## config.mk

```make
export PLATFORM = sky130hd
export DESIGN_NAME = csf_follower
export DESIGN_NICKNAME = d
export VERILOG_FILES = /design/src/csf_follower.v
export VERILOG_INCLUDE_DIRS = /design/src
export SDC_FILE = /design/constraint.sdc
export NUM_CORES = 2
export LEC_CHECK = 0
export BUFFER_PORTS_ARGS = -buffer_cell sky130_fd_sc_hd__buf_2
export CORE_ASPECT_RATIO = 1.1
export CORE_MARGIN = 4
export CORE_UTILIZATION = 55
export DETAILED_ROUTE_END_ITERATION = 6
export GPL_TIMING_DRIVEN = 0
export PLACE_DENSITY = 0.73
export SETUP_SLACK_MARGIN = 0.3
export SYNTH_ARGS = -nofsm -noshare
export SYNTH_HDL_FRONTEND = slang
export SYNTH_SLANG_ARGS = --single-unit
```

## constraint.sdc

```tcl
create_clock -name mclk -period 9.9 [get_ports mclk]
set_input_delay 1.485 -clock mclk [delete_from_list [all_inputs] [get_ports mclk]]
set_output_delay 1.485 -clock mclk [all_outputs]
set_load 0.01 [all_outputs]
```

## src/csf_defines.vh

```
// Purpose: Constants for the cyclic synchronous setpoint follower
// Assumes: 32-bit register words at byte offsets
// Notes:   Time base is one millisecond
`ifndef CSF_DEFINES_VH
`define CSF_DEFINES_VH

`define CSF_A_MODE      8'h00
`define CSF_A_CTRL      8'h04
`define CSF_A_STATUS    8'h08
`define CSF_A_TPOS      8'h0c
`define CSF_A_TVEL      8'h10
`define CSF_A_POFS      8'h14
`define CSF_A_VOFS      8'h18
`define CSF_A_SWMIN     8'h1c
`define CSF_A_SWMAX     8'h20
`define CSF_A_RGMIN     8'h24
`define CSF_A_RGMAX     8'h28
`define CSF_A_FEWIN     8'h2c
`define CSF_A_FETMO     8'h30
`define CSF_A_QSDEC     8'h34
`define CSF_A_QSOPT     8'h38
`define CSF_A_MAXSPD    8'h3c
`define CSF_A_IPER      8'h40
`define CSF_A_IIDX      8'h44
`define CSF_A_APOS      8'h48
`define CSF_A_AVEL      8'h4c
`define CSF_A_FEACT     8'h50
`define CSF_A_POL       8'h54

`define CSF_MODE_CSP    8'h08
`define CSF_MODE_CSV    8'h09
`define CSF_IDX_MS      8'hfd

`define CSF_ST_SYNC     8
`define CSF_ST_LIMIT    11
`define CSF_ST_FOLLOW   12
`define CSF_ST_FERR     13

`define CSF_POL_POS     7
`define CSF_POL_VEL     6

`define CSF_RST_IPER    8'h01
`define CSF_RST_MAXSPD  32'h7fffffff

`define CSF_BASE_NS     1000000
`define CSF_CLK_NS      40
`define CSF_CYC_PER_MS  (`CSF_BASE_NS / `CSF_CLK_NS)

`endif

```

## src/csf_follower.v

```verilog
// Purpose: Cyclic synchronous position and velocity setpoint follower
// Assumes: Inputs synchronous to mclk, register port never waits
// Notes:   Setpoints pass straight to the demand outputs
//
// How it works
// RQ1: Mode value 8 selects cyclic position
// RQ2: Mode value 9 selects cyclic velocity
// RQ3: Control word bits carry no meaning
// RQ4: Status bit 8 shows fieldbus sync
// RQ5: Position mode bit 12 shows target used
// RQ6: Velocity mode bit 12 shows target used
// RQ7: Bit 13 flags lasting following error
// RQ8: Timeout in ms, symmetric tolerance window
// RQ9: Bit 11 flags demand beyond soft limits
// RQ10: Controller keeps setpoints within soft limits
// RQ11: Range limit wraps position over/underrun
// RQ12: Controller writes position every cycle
// RQ13: Controller writes speed every cycle
// RQ14: Cycle is period times ten power index
// RQ15: Only index -3, 1 ms base
// RQ16: Position offset added to setpoint
// RQ17: Velocity offset added to setpoint
// RQ18: Quick stop brakes with set deceleration
// RQ19: Quick stop follows option code
// RQ20: Speed clamped; position mode closed loop only
// RQ21: No ramps, setpoints followed directly
// RQ22: Actual values and polarity readable
// RQ23: Last setpoint held until next write
`timescale 1ns/10ps
`default_nettype none
`include "csf_defines.vh"

module csf_follower #(
  parameter CYC_PER_MS = `CSF_CYC_PER_MS
) (
  input  wire        mclk,
  input  wire        nrst,
  input  wire [7:0]  addr,
  input  wire [31:0] wdata,
  input  wire        wr,
  input  wire        rd,
  output reg  [31:0] rdata,
  input  wire [31:0] pos_actual,
  input  wire [31:0] vel_actual,
  input  wire        closed_loop,
  input  wire        quick_stop,
  output reg  [31:0] demand_pos,
  output reg  [31:0] demand_vel,
  output reg  [31:0] speed_limit,
  output reg         drive_enable,
  output reg         braking,
  output reg  [15:0] status_word
);

  reg  [7:0]  mode;
  reg  [15:0] ctrl;
  reg  [31:0] tpos;
  reg  [31:0] tvel;
  reg  [31:0] pofs;
  reg  [31:0] vofs;
  reg  [31:0] swmin;
  reg  [31:0] swmax;
  reg  [31:0] rgmin;
  reg  [31:0] rgmax;
  reg  [31:0] fewin;
  reg  [31:0] fetmo;
  reg  [31:0] qsdec;
  reg  [15:0] qsopt;
  reg  [31:0] maxspd;
  reg  [7:0]  iper;
  reg  [7:0]  iidx;
  reg  [7:0]  pol;
  reg  [31:0] ms_div;
  reg  [7:0]  ms_cnt;
  reg         got_set;
  reg         in_sync;
  reg  [31:0] fe_ms;
  reg         fe_flag;
  reg  [31:0] fe_act;
  reg         qs_run;
  reg  [31:0] qs_vel;
  reg  [31:0] next_pos;
  reg  [31:0] next_vel;
  reg  [31:0] next_rdata;
  reg  [31:0] span;
  reg  [31:0] raw_pos;
  reg  [31:0] raw_vel;
  reg  [31:0] lim;
  reg  [31:0] diff;
  reg  [15:0] next_status;
  wire        csp;
  wire        csv;
  wire        ms_tick;
  wire        cyc_end;
  wire        set_wr;
  wire        outside;
  wire        over;

  // RQ1: position mode select
  assign csp = (mode == `CSF_MODE_CSP);
  // RQ2: velocity mode select
  assign csv = (mode == `CSF_MODE_CSV);
  // RQ14: millisecond prescaler
  assign ms_tick = (ms_div == CYC_PER_MS - 1);
  assign cyc_end = ms_tick && (ms_cnt + 8'h01 >= iper);
  // RQ23: fresh setpoint marker
  assign set_wr = wr && ((addr == `CSF_A_TPOS) || (addr == `CSF_A_TVEL));
  // RQ8: symmetric window on absolute error
  assign outside = ($signed(fe_act) > $signed(fewin)) ||
                   ($signed(fe_act) < -$signed(fewin));
  // RQ7: error outlasts timeout
  assign over = (fe_ms > fetmo);

  // Register writes; control word stored only
  always @(posedge mclk)
  begin
    if (!nrst)
    begin
      mode   <= 8'h00;
      ctrl   <= 16'h0000;
      tpos   <= 32'h00000000;
      tvel   <= 32'h00000000;
      pofs   <= 32'h00000000;
      vofs   <= 32'h00000000;
      swmin  <= 32'h80000000;
      swmax  <= 32'h7fffffff;
      rgmin  <= 32'h00000000;
      rgmax  <= 32'h00000000;
      fewin  <= 32'h00000000;
      fetmo  <= 32'h00000000;
      qsdec  <= 32'h00000000;
      qsopt  <= 16'h0000;
      maxspd <= `CSF_RST_MAXSPD;
      iper   <= `CSF_RST_IPER;
      iidx   <= `CSF_IDX_MS;
      pol    <= 8'h00;
    end
    else if (wr)
    begin
      if (addr == `CSF_A_MODE)
        mode <= wdata[7:0];
      // RQ3: control bits have no effect
      else if (addr == `CSF_A_CTRL)
        ctrl <= wdata[15:0];
      // RQ23: setpoint held until rewritten
      else if (addr == `CSF_A_TPOS)
        tpos <= wdata;
      else if (addr == `CSF_A_TVEL)
        tvel <= wdata;
      else if (addr == `CSF_A_POFS)
        pofs <= wdata;
      else if (addr == `CSF_A_VOFS)
        vofs <= wdata;
      else if (addr == `CSF_A_SWMIN)
        swmin <= wdata;
      else if (addr == `CSF_A_SWMAX)
        swmax <= wdata;
      else if (addr == `CSF_A_RGMIN)
        rgmin <= wdata;
      else if (addr == `CSF_A_RGMAX)
        rgmax <= wdata;
      else if (addr == `CSF_A_FEWIN)
        fewin <= wdata;
      else if (addr == `CSF_A_FETMO)
        fetmo <= wdata;
      else if (addr == `CSF_A_QSDEC)
        qsdec <= wdata;
      else if (addr == `CSF_A_QSOPT)
        qsopt <= wdata[15:0];
      else if (addr == `CSF_A_MAXSPD)
        maxspd <= wdata;
      else if (addr == `CSF_A_IPER)
        iper <= wdata[7:0];
      // RQ15: only the 1 ms index is accepted
      else if ((addr == `CSF_A_IIDX) && (wdata[7:0] == `CSF_IDX_MS))
        iidx <= wdata[7:0];
      else if (addr == `CSF_A_POL)
        pol <= wdata[7:0];
    end
  end

  // Cycle timer and sync watchdog
  always @(posedge mclk)
  begin
    if (!nrst)
    begin
      ms_div  <= 32'h00000000;
      ms_cnt  <= 8'h00;
      got_set <= 1'b0;
      in_sync <= 1'b0;
    end
    else
    begin
      ms_div <= ms_tick ? 32'h00000000 : ms_div + 32'h00000001;
      if (cyc_end)
        ms_cnt <= 8'h00;
      else if (ms_tick)
        ms_cnt <= ms_cnt + 8'h01;
      // RQ4: synced when a setpoint came this cycle
      if (cyc_end)
      begin
        in_sync <= (got_set || set_wr) && (iper != 8'h00) &&
                   (iidx == `CSF_IDX_MS);
        got_set <= set_wr;
      end
      else if (set_wr)
        got_set <= 1'b1;
    end
  end

  // Demand path without ramps
  always @*
  begin
    span = rgmax - rgmin + 32'h00000001;
    // RQ16: position offset
    raw_pos = tpos + pofs;
    // RQ17: velocity offset
    raw_vel = tvel + vofs;
    next_pos = raw_pos;
    // RQ11: range limit wraps the demand
    if ($signed(rgmax) > $signed(rgmin))
    begin
      if ($signed(raw_pos) > $signed(rgmax))
        next_pos = raw_pos - span;
      else if ($signed(raw_pos) < $signed(rgmin))
        next_pos = raw_pos + span;
    end
    // RQ20: speed limit, closed loop only in position mode
    lim = (csv || closed_loop) ? maxspd : `CSF_RST_MAXSPD;
    next_vel = raw_vel;
    if ($signed(raw_vel) > $signed(lim))
      next_vel = lim;
    else if ($signed(raw_vel) < -$signed(lim))
      next_vel = -lim;
    diff = demand_pos - pos_actual;
  end

  // Outputs, quick stop and following error
  always @(posedge mclk)
  begin
    if (!nrst)
    begin
      demand_pos   <= 32'h00000000;
      demand_vel   <= 32'h00000000;
      speed_limit  <= `CSF_RST_MAXSPD;
      drive_enable <= 1'b0;
      braking      <= 1'b0;
      qs_run       <= 1'b0;
      qs_vel       <= 32'h00000000;
      fe_act       <= 32'h00000000;
      fe_ms        <= 32'h00000000;
      fe_flag      <= 1'b0;
    end
    else
    begin
      speed_limit <= lim;
      fe_act      <= diff;
      if (quick_stop && !qs_run && (csp || csv))
      begin
        qs_run <= 1'b1;
        qs_vel <= csv ? next_vel : vel_actual;
      end
      else if (!quick_stop && qs_run)
        qs_run <= 1'b0;
      if (qs_run)
      begin
        // RQ19: option zero drops the drive at once
        drive_enable <= (qsopt != 16'h0000);
        braking      <= (qsopt != 16'h0000);
        demand_pos   <= pos_actual;
        demand_vel   <= qs_vel;
        // RQ18: brake by set deceleration per ms
        if (ms_tick)
        begin
          if ($signed(qs_vel) > $signed(qsdec))
            qs_vel <= qs_vel - qsdec;
          else if ($signed(qs_vel) < -$signed(qsdec))
            qs_vel <= qs_vel + qsdec;
          else
            qs_vel <= 32'h00000000;
        end
      end
      else
      begin
        braking      <= 1'b0;
        drive_enable <= csp || csv;
        // RQ21: setpoint taken straight over
        if (csp)
          demand_pos <= next_pos;
        if (csv)
          demand_vel <= next_vel;
        else
          demand_vel <= 32'h00000000;
      end
      // RQ7: timed following error in position mode
      if (!csp || !outside)
      begin
        fe_ms   <= 32'h00000000;
        fe_flag <= 1'b0;
      end
      else
      begin
        // RQ8: timeout counted in milliseconds
        if (ms_tick && !over)
          fe_ms <= fe_ms + 32'h00000001;
        if (over)
          fe_flag <= 1'b1;
      end
    end
  end

  // Status word
  always @*
  begin
    next_status = 16'h0000;
    if (csp || csv)
    begin
      // RQ4: sync bit
      next_status[`CSF_ST_SYNC] = in_sync;
      // RQ5: position target used
      // RQ6: velocity target used
      next_status[`CSF_ST_FOLLOW] = drive_enable && !qs_run;
    end
    if (csp)
    begin
      // RQ9: demand beyond soft limits
      next_status[`CSF_ST_LIMIT] = ($signed(demand_pos) > $signed(swmax)) ||
                                   ($signed(demand_pos) < $signed(swmin));
      next_status[`CSF_ST_FERR] = fe_flag;
    end
  end

  // Read mux; unmapped reads give zero
  always @*
  begin
    next_rdata = 32'h00000000;
    if (addr == `CSF_A_MODE)
      next_rdata = {24'h000000, mode};
    else if (addr == `CSF_A_CTRL)
      next_rdata = {16'h0000, ctrl};
    else if (addr == `CSF_A_STATUS)
      next_rdata = {16'h0000, status_word};
    else if (addr == `CSF_A_TPOS)
      next_rdata = tpos;
    else if (addr == `CSF_A_TVEL)
      next_rdata = tvel;
    else if (addr == `CSF_A_POFS)
      next_rdata = pofs;
    else if (addr == `CSF_A_VOFS)
      next_rdata = vofs;
    else if (addr == `CSF_A_SWMIN)
      next_rdata = swmin;
    else if (addr == `CSF_A_SWMAX)
      next_rdata = swmax;
    else if (addr == `CSF_A_RGMIN)
      next_rdata = rgmin;
    else if (addr == `CSF_A_RGMAX)
      next_rdata = rgmax;
    else if (addr == `CSF_A_FEWIN)
      next_rdata = fewin;
    else if (addr == `CSF_A_FETMO)
      next_rdata = fetmo;
    else if (addr == `CSF_A_QSDEC)
      next_rdata = qsdec;
    else if (addr == `CSF_A_QSOPT)
      next_rdata = {16'h0000, qsopt};
    else if (addr == `CSF_A_MAXSPD)
      next_rdata = maxspd;
    else if (addr == `CSF_A_IPER)
      next_rdata = {24'h000000, iper};
    else if (addr == `CSF_A_IIDX)
      next_rdata = {24'h000000, iidx};
    // RQ22: actual values readable
    else if (addr == `CSF_A_APOS)
      next_rdata = pos_actual;
    else if (addr == `CSF_A_AVEL)
      next_rdata = vel_actual;
    else if (addr == `CSF_A_FEACT)
      next_rdata = fe_act;
    else if (addr == `CSF_A_POL)
      next_rdata = {24'h000000, pol};
  end
  always @(posedge mclk)
  begin
    if (!nrst)
    begin
      rdata       <= 32'h00000000;
      status_word <= 16'h0000;
    end
    else
    begin
      status_word <= next_status;
      rdata       <= rd ? next_rdata : 32'h00000000;
    end
  end
endmodule

`default_nettype wire

```

==> results.md <==
* Critical path class: reg -> reg
* Drt pass-1 iters at 7
* Num CTS Buffers at 82
* # fillers at 8,885
* Layout Nets at 8,169
* Skew-Pair Late Insertion Delay at 710 ps
* EDFF count, synth at 0
* Setup violations, final at 0
* Detailed-route via count at 59,769
* Cell variety after synth at 89
* Synthesized area at 53,360 sq um
* Clock transition at path regs at 70 ps
* Crit start category: register
* Max H-tree Level at 3
* Total global routing overflow at 0
* Worst VDD drop at 0.0001405 V
* Synth Flop Type: dfxtp_1
* First-pass GRT wire length at 377.7 mm
* Status: complete, but fails checks
* Final core utilization at 0.6163
* Area of the multi-input gates at 35,740 sq um
* ANT nets after route at 0
* Largest stage delay, worst path at 640 ps
* FFs w/ async S/R, synth at 0
* Die height at 334.7 microns
* Pint at 0.004963 W
* Initial antenna violation count at 23
* Root buf cell: clkbuf_16
* Tightest Pin Transition at 1641 ps
* Worst EP required at 10,400 ps
* Mean Syn Cell Area at 7.526 sq um
* Net switching power at 0.002047 W
* Clk sinks at 722
* Overall routing resource usage at 0.5051
* Critical Path Most Common Cell: clkbuf_1
* Gpl congestion at 1.151
* Class of the worst hold path: reg -> reg
* CTS tree: yes
* Clock buffer depth at 3
* Synthesis-to-layout area growth at 10.93%
* Final hold violations at 0
* Failing checks: design-rule violations, max-capacitance violations, max-slew violations
* Rows at 119
* Critical path arrival at 9980 ps
* DRC at 30
* Largest net degree at the start of global routing at 18
* Top Ports at 256
* Via-to-Cell Ratio at 6.812
* Sequential share of the synthesized area at 0.2709
* Core area at 96,040 sq um
* Power Density at 118.4 nW/um^2
* Final WL at 271.1 mm
* RSZ-0062 raised after global routing: false
* DRT iter0 DRCs at 9,405
* Die area at 102,100 sq um
* Critical-path top delay cell: o21ai_1
* Vias in the first global route at 54,783
* Layout Skew at 46.46 ps
* Slew HR at -0.09430
* Minimum clock period at 9481 ps
* Seq pwr share at 0.419
* DP Wirelength at 215.3 mm
* Post-Syn Instances at 7,090
* Ys Warns at 0
* Seq cells post-synth at 722
* IO Port Bufs at 234
* Layout cells sized above 1 at 0.06378
* Sw Share at 0.2920
* Post-CTS Setup Bufs at 0
* LEAKAGE at 24.23 nW
* Hold_ws at 453.9 ps
* Fmax at 105.5 MHz
* Comb power frac at 0.111
* Fin. max-slew vios at 103
* Max cap viols at 15
* Chip width at 305.0 microns
* Post-DR wirelength/cell at 30.90 microns
* Reg area at 14,450 sq um
* Clock Power Share at 0.470
* Worst Path Max Fanout at 10
* Initial core utilization at 0.5556
* Worst Setup End Kind: register
* Tcrit/Tclk final at 0.9577
## repair_timing
item | 4_1_cts | 5_1_grt
setup endpoints to repair | 1 | 53
gates cloned | 0 | 0
hold buffers | 0 | 0
gates resized for setup | 1 | 9
## critical path, delay by kind of cell, from the launching register on
| family | cells | cell delay, ps |
|---|---|---|
| muxes | 1 | 240 |
| buffers and inverters | 8 | 2670 |
| and+or+nand+nor | 9 | 3260 |
| AOI/OAI and AO/OA | 10 | 2090 |
| DFF | 1 | 320 |
| xor gates and xnor gates | 1 | 160 |
| adders and majority gates | 2 | 510 |
## layout by cell type, fill, tap and decap left out, types with 66 or more instances in the layout
cell type     n
o211ai_1     81
o21ai_0     309
buf_2       240
xor2_1       84
a22oi_1      85
nor2_1      461
nand4_1     104
a21o_1      124
xnor2_1     181
nand3_1     181
nor2b_1      76
a21oi_1     817
ha_1        609
nand2_1    1152
o221ai_1     98
a211oi_1     91
nand2b_1     66
inv_1       442
clkbuf_16    83
dfxtp_1     722
nor3_1      133
clkbuf_1    379
## synth_stat cells (44+ instances only)
cell type	instances	area, sq um
a211oi_1	92	690.7
a21o_1	124	930.9
a21oi_1	817	4089
a221o_1	44	440.4
a22oi_1	85	638.1
a31oi_1	52	325.3
clkbuf_1	378	1419
dfxtp_1	722	14450
ha_1	609	7620
inv_1	442	1659
mux2i_1	63	630.6
nand2_1	1152	4324
nand2b_1	66	412.9
nand3_1	181	905.9
nand4_1	104	650.6
nor2_1	462	1734
nor2b_1	76	475.5
nor3_1	133	665.6
nor4_1	50	312.8
o211ai_1	81	608.1
o21a_1	53	397.9
o21ai_0	312	1562
o21bai_1	45	337.8
o221ai_1	98	858.3
o22ai_1	46	287.8
xnor2_1	182	1594
xor2_1	84	735.7
## power by group through the flow
stage / registers [W] / logic [W] / clock network, W
finish: 0.00294 / 0.000777 / 0.00330
CTS: 0.00293 / 0.000723 / 0.00326
global placement: 0.00300 / 0.000714 / 0
floorplan: 0.00299 / 0.000392 / 0
detailed placement: 0.00300 / 0.000720 / 0
global route: 0.00293 / 0.000784 / 0.00337
## through the flow
step / cell area (sq um) / TNS (ps) / power, W / worst slack (ps) / std cells
3_3_place_gp: 56160 / -909.4 / 0.003713 / -402.6 / 8605
4_1_cts: 59090 / 0 / 0.006915 / 320.6 / 8762
6_report: 59190 / 0 / 0.007010 / 419.2 / 8774
2_1_floorplan: 53400 / 0 / 0.003383 / 2748 / 7101
5_1_grt: 59170 / 0 / 0.007091 / 301.5 / 8766
3_5_place_dp: 56240 / -440.1 / 0.003719 / -228.5 / 8611
## area by class of cell
cell class              instances  share of cell area
multi-input cells            5526              0.6039
flip-flops and latches        722              0.2442
clock buffers                 103             0.03788
inverters                     442             0.02803
plain buffers                 411             0.02733
well taps                    1270             0.02685
repair buffers                242             0.02114
clock inverters                48             0.01027
diodes                         10           0.0004228
## metal layers
metal  vias to the layer above  wire length [microns]  global-route usage  share of wire
met5                         -                     43                   0        0.00016
met3                      1265                  37560              0.1575           0.14
met1                     27803                  92460              0.5867           0.34
li1                      26056                      -                   -              -
met2                      4637                 109400              0.7419           0.40
met4                         8                  31680              0.4639           0.12
## cell families after synthesis
logic type | synth area share
multiplexers | 0.01330
XOR/XNOR | 0.04439
flip-flops | 0.2709
AND/OR/NAND/NOR | 0.2022
AO/OA/AOI/OAI | 0.2565
adder cells (fa/ha/maj) | 0.1514
other | 0.00007028
buffers and inverters | 0.06116
## path summary, 6_finish.rpt
path	from	end	slack (ps)	depth (start not counted)
min	ms_div[0]	ms_div[0]	450	1
max	mode[0]	qs_vel[27]	420	31
max reg2reg	mode[0]	qs_vel[27]	420	31
min reg2reg	ms_div[0]	ms_div[0]	450	1
(Power assumes the default switching activity.)
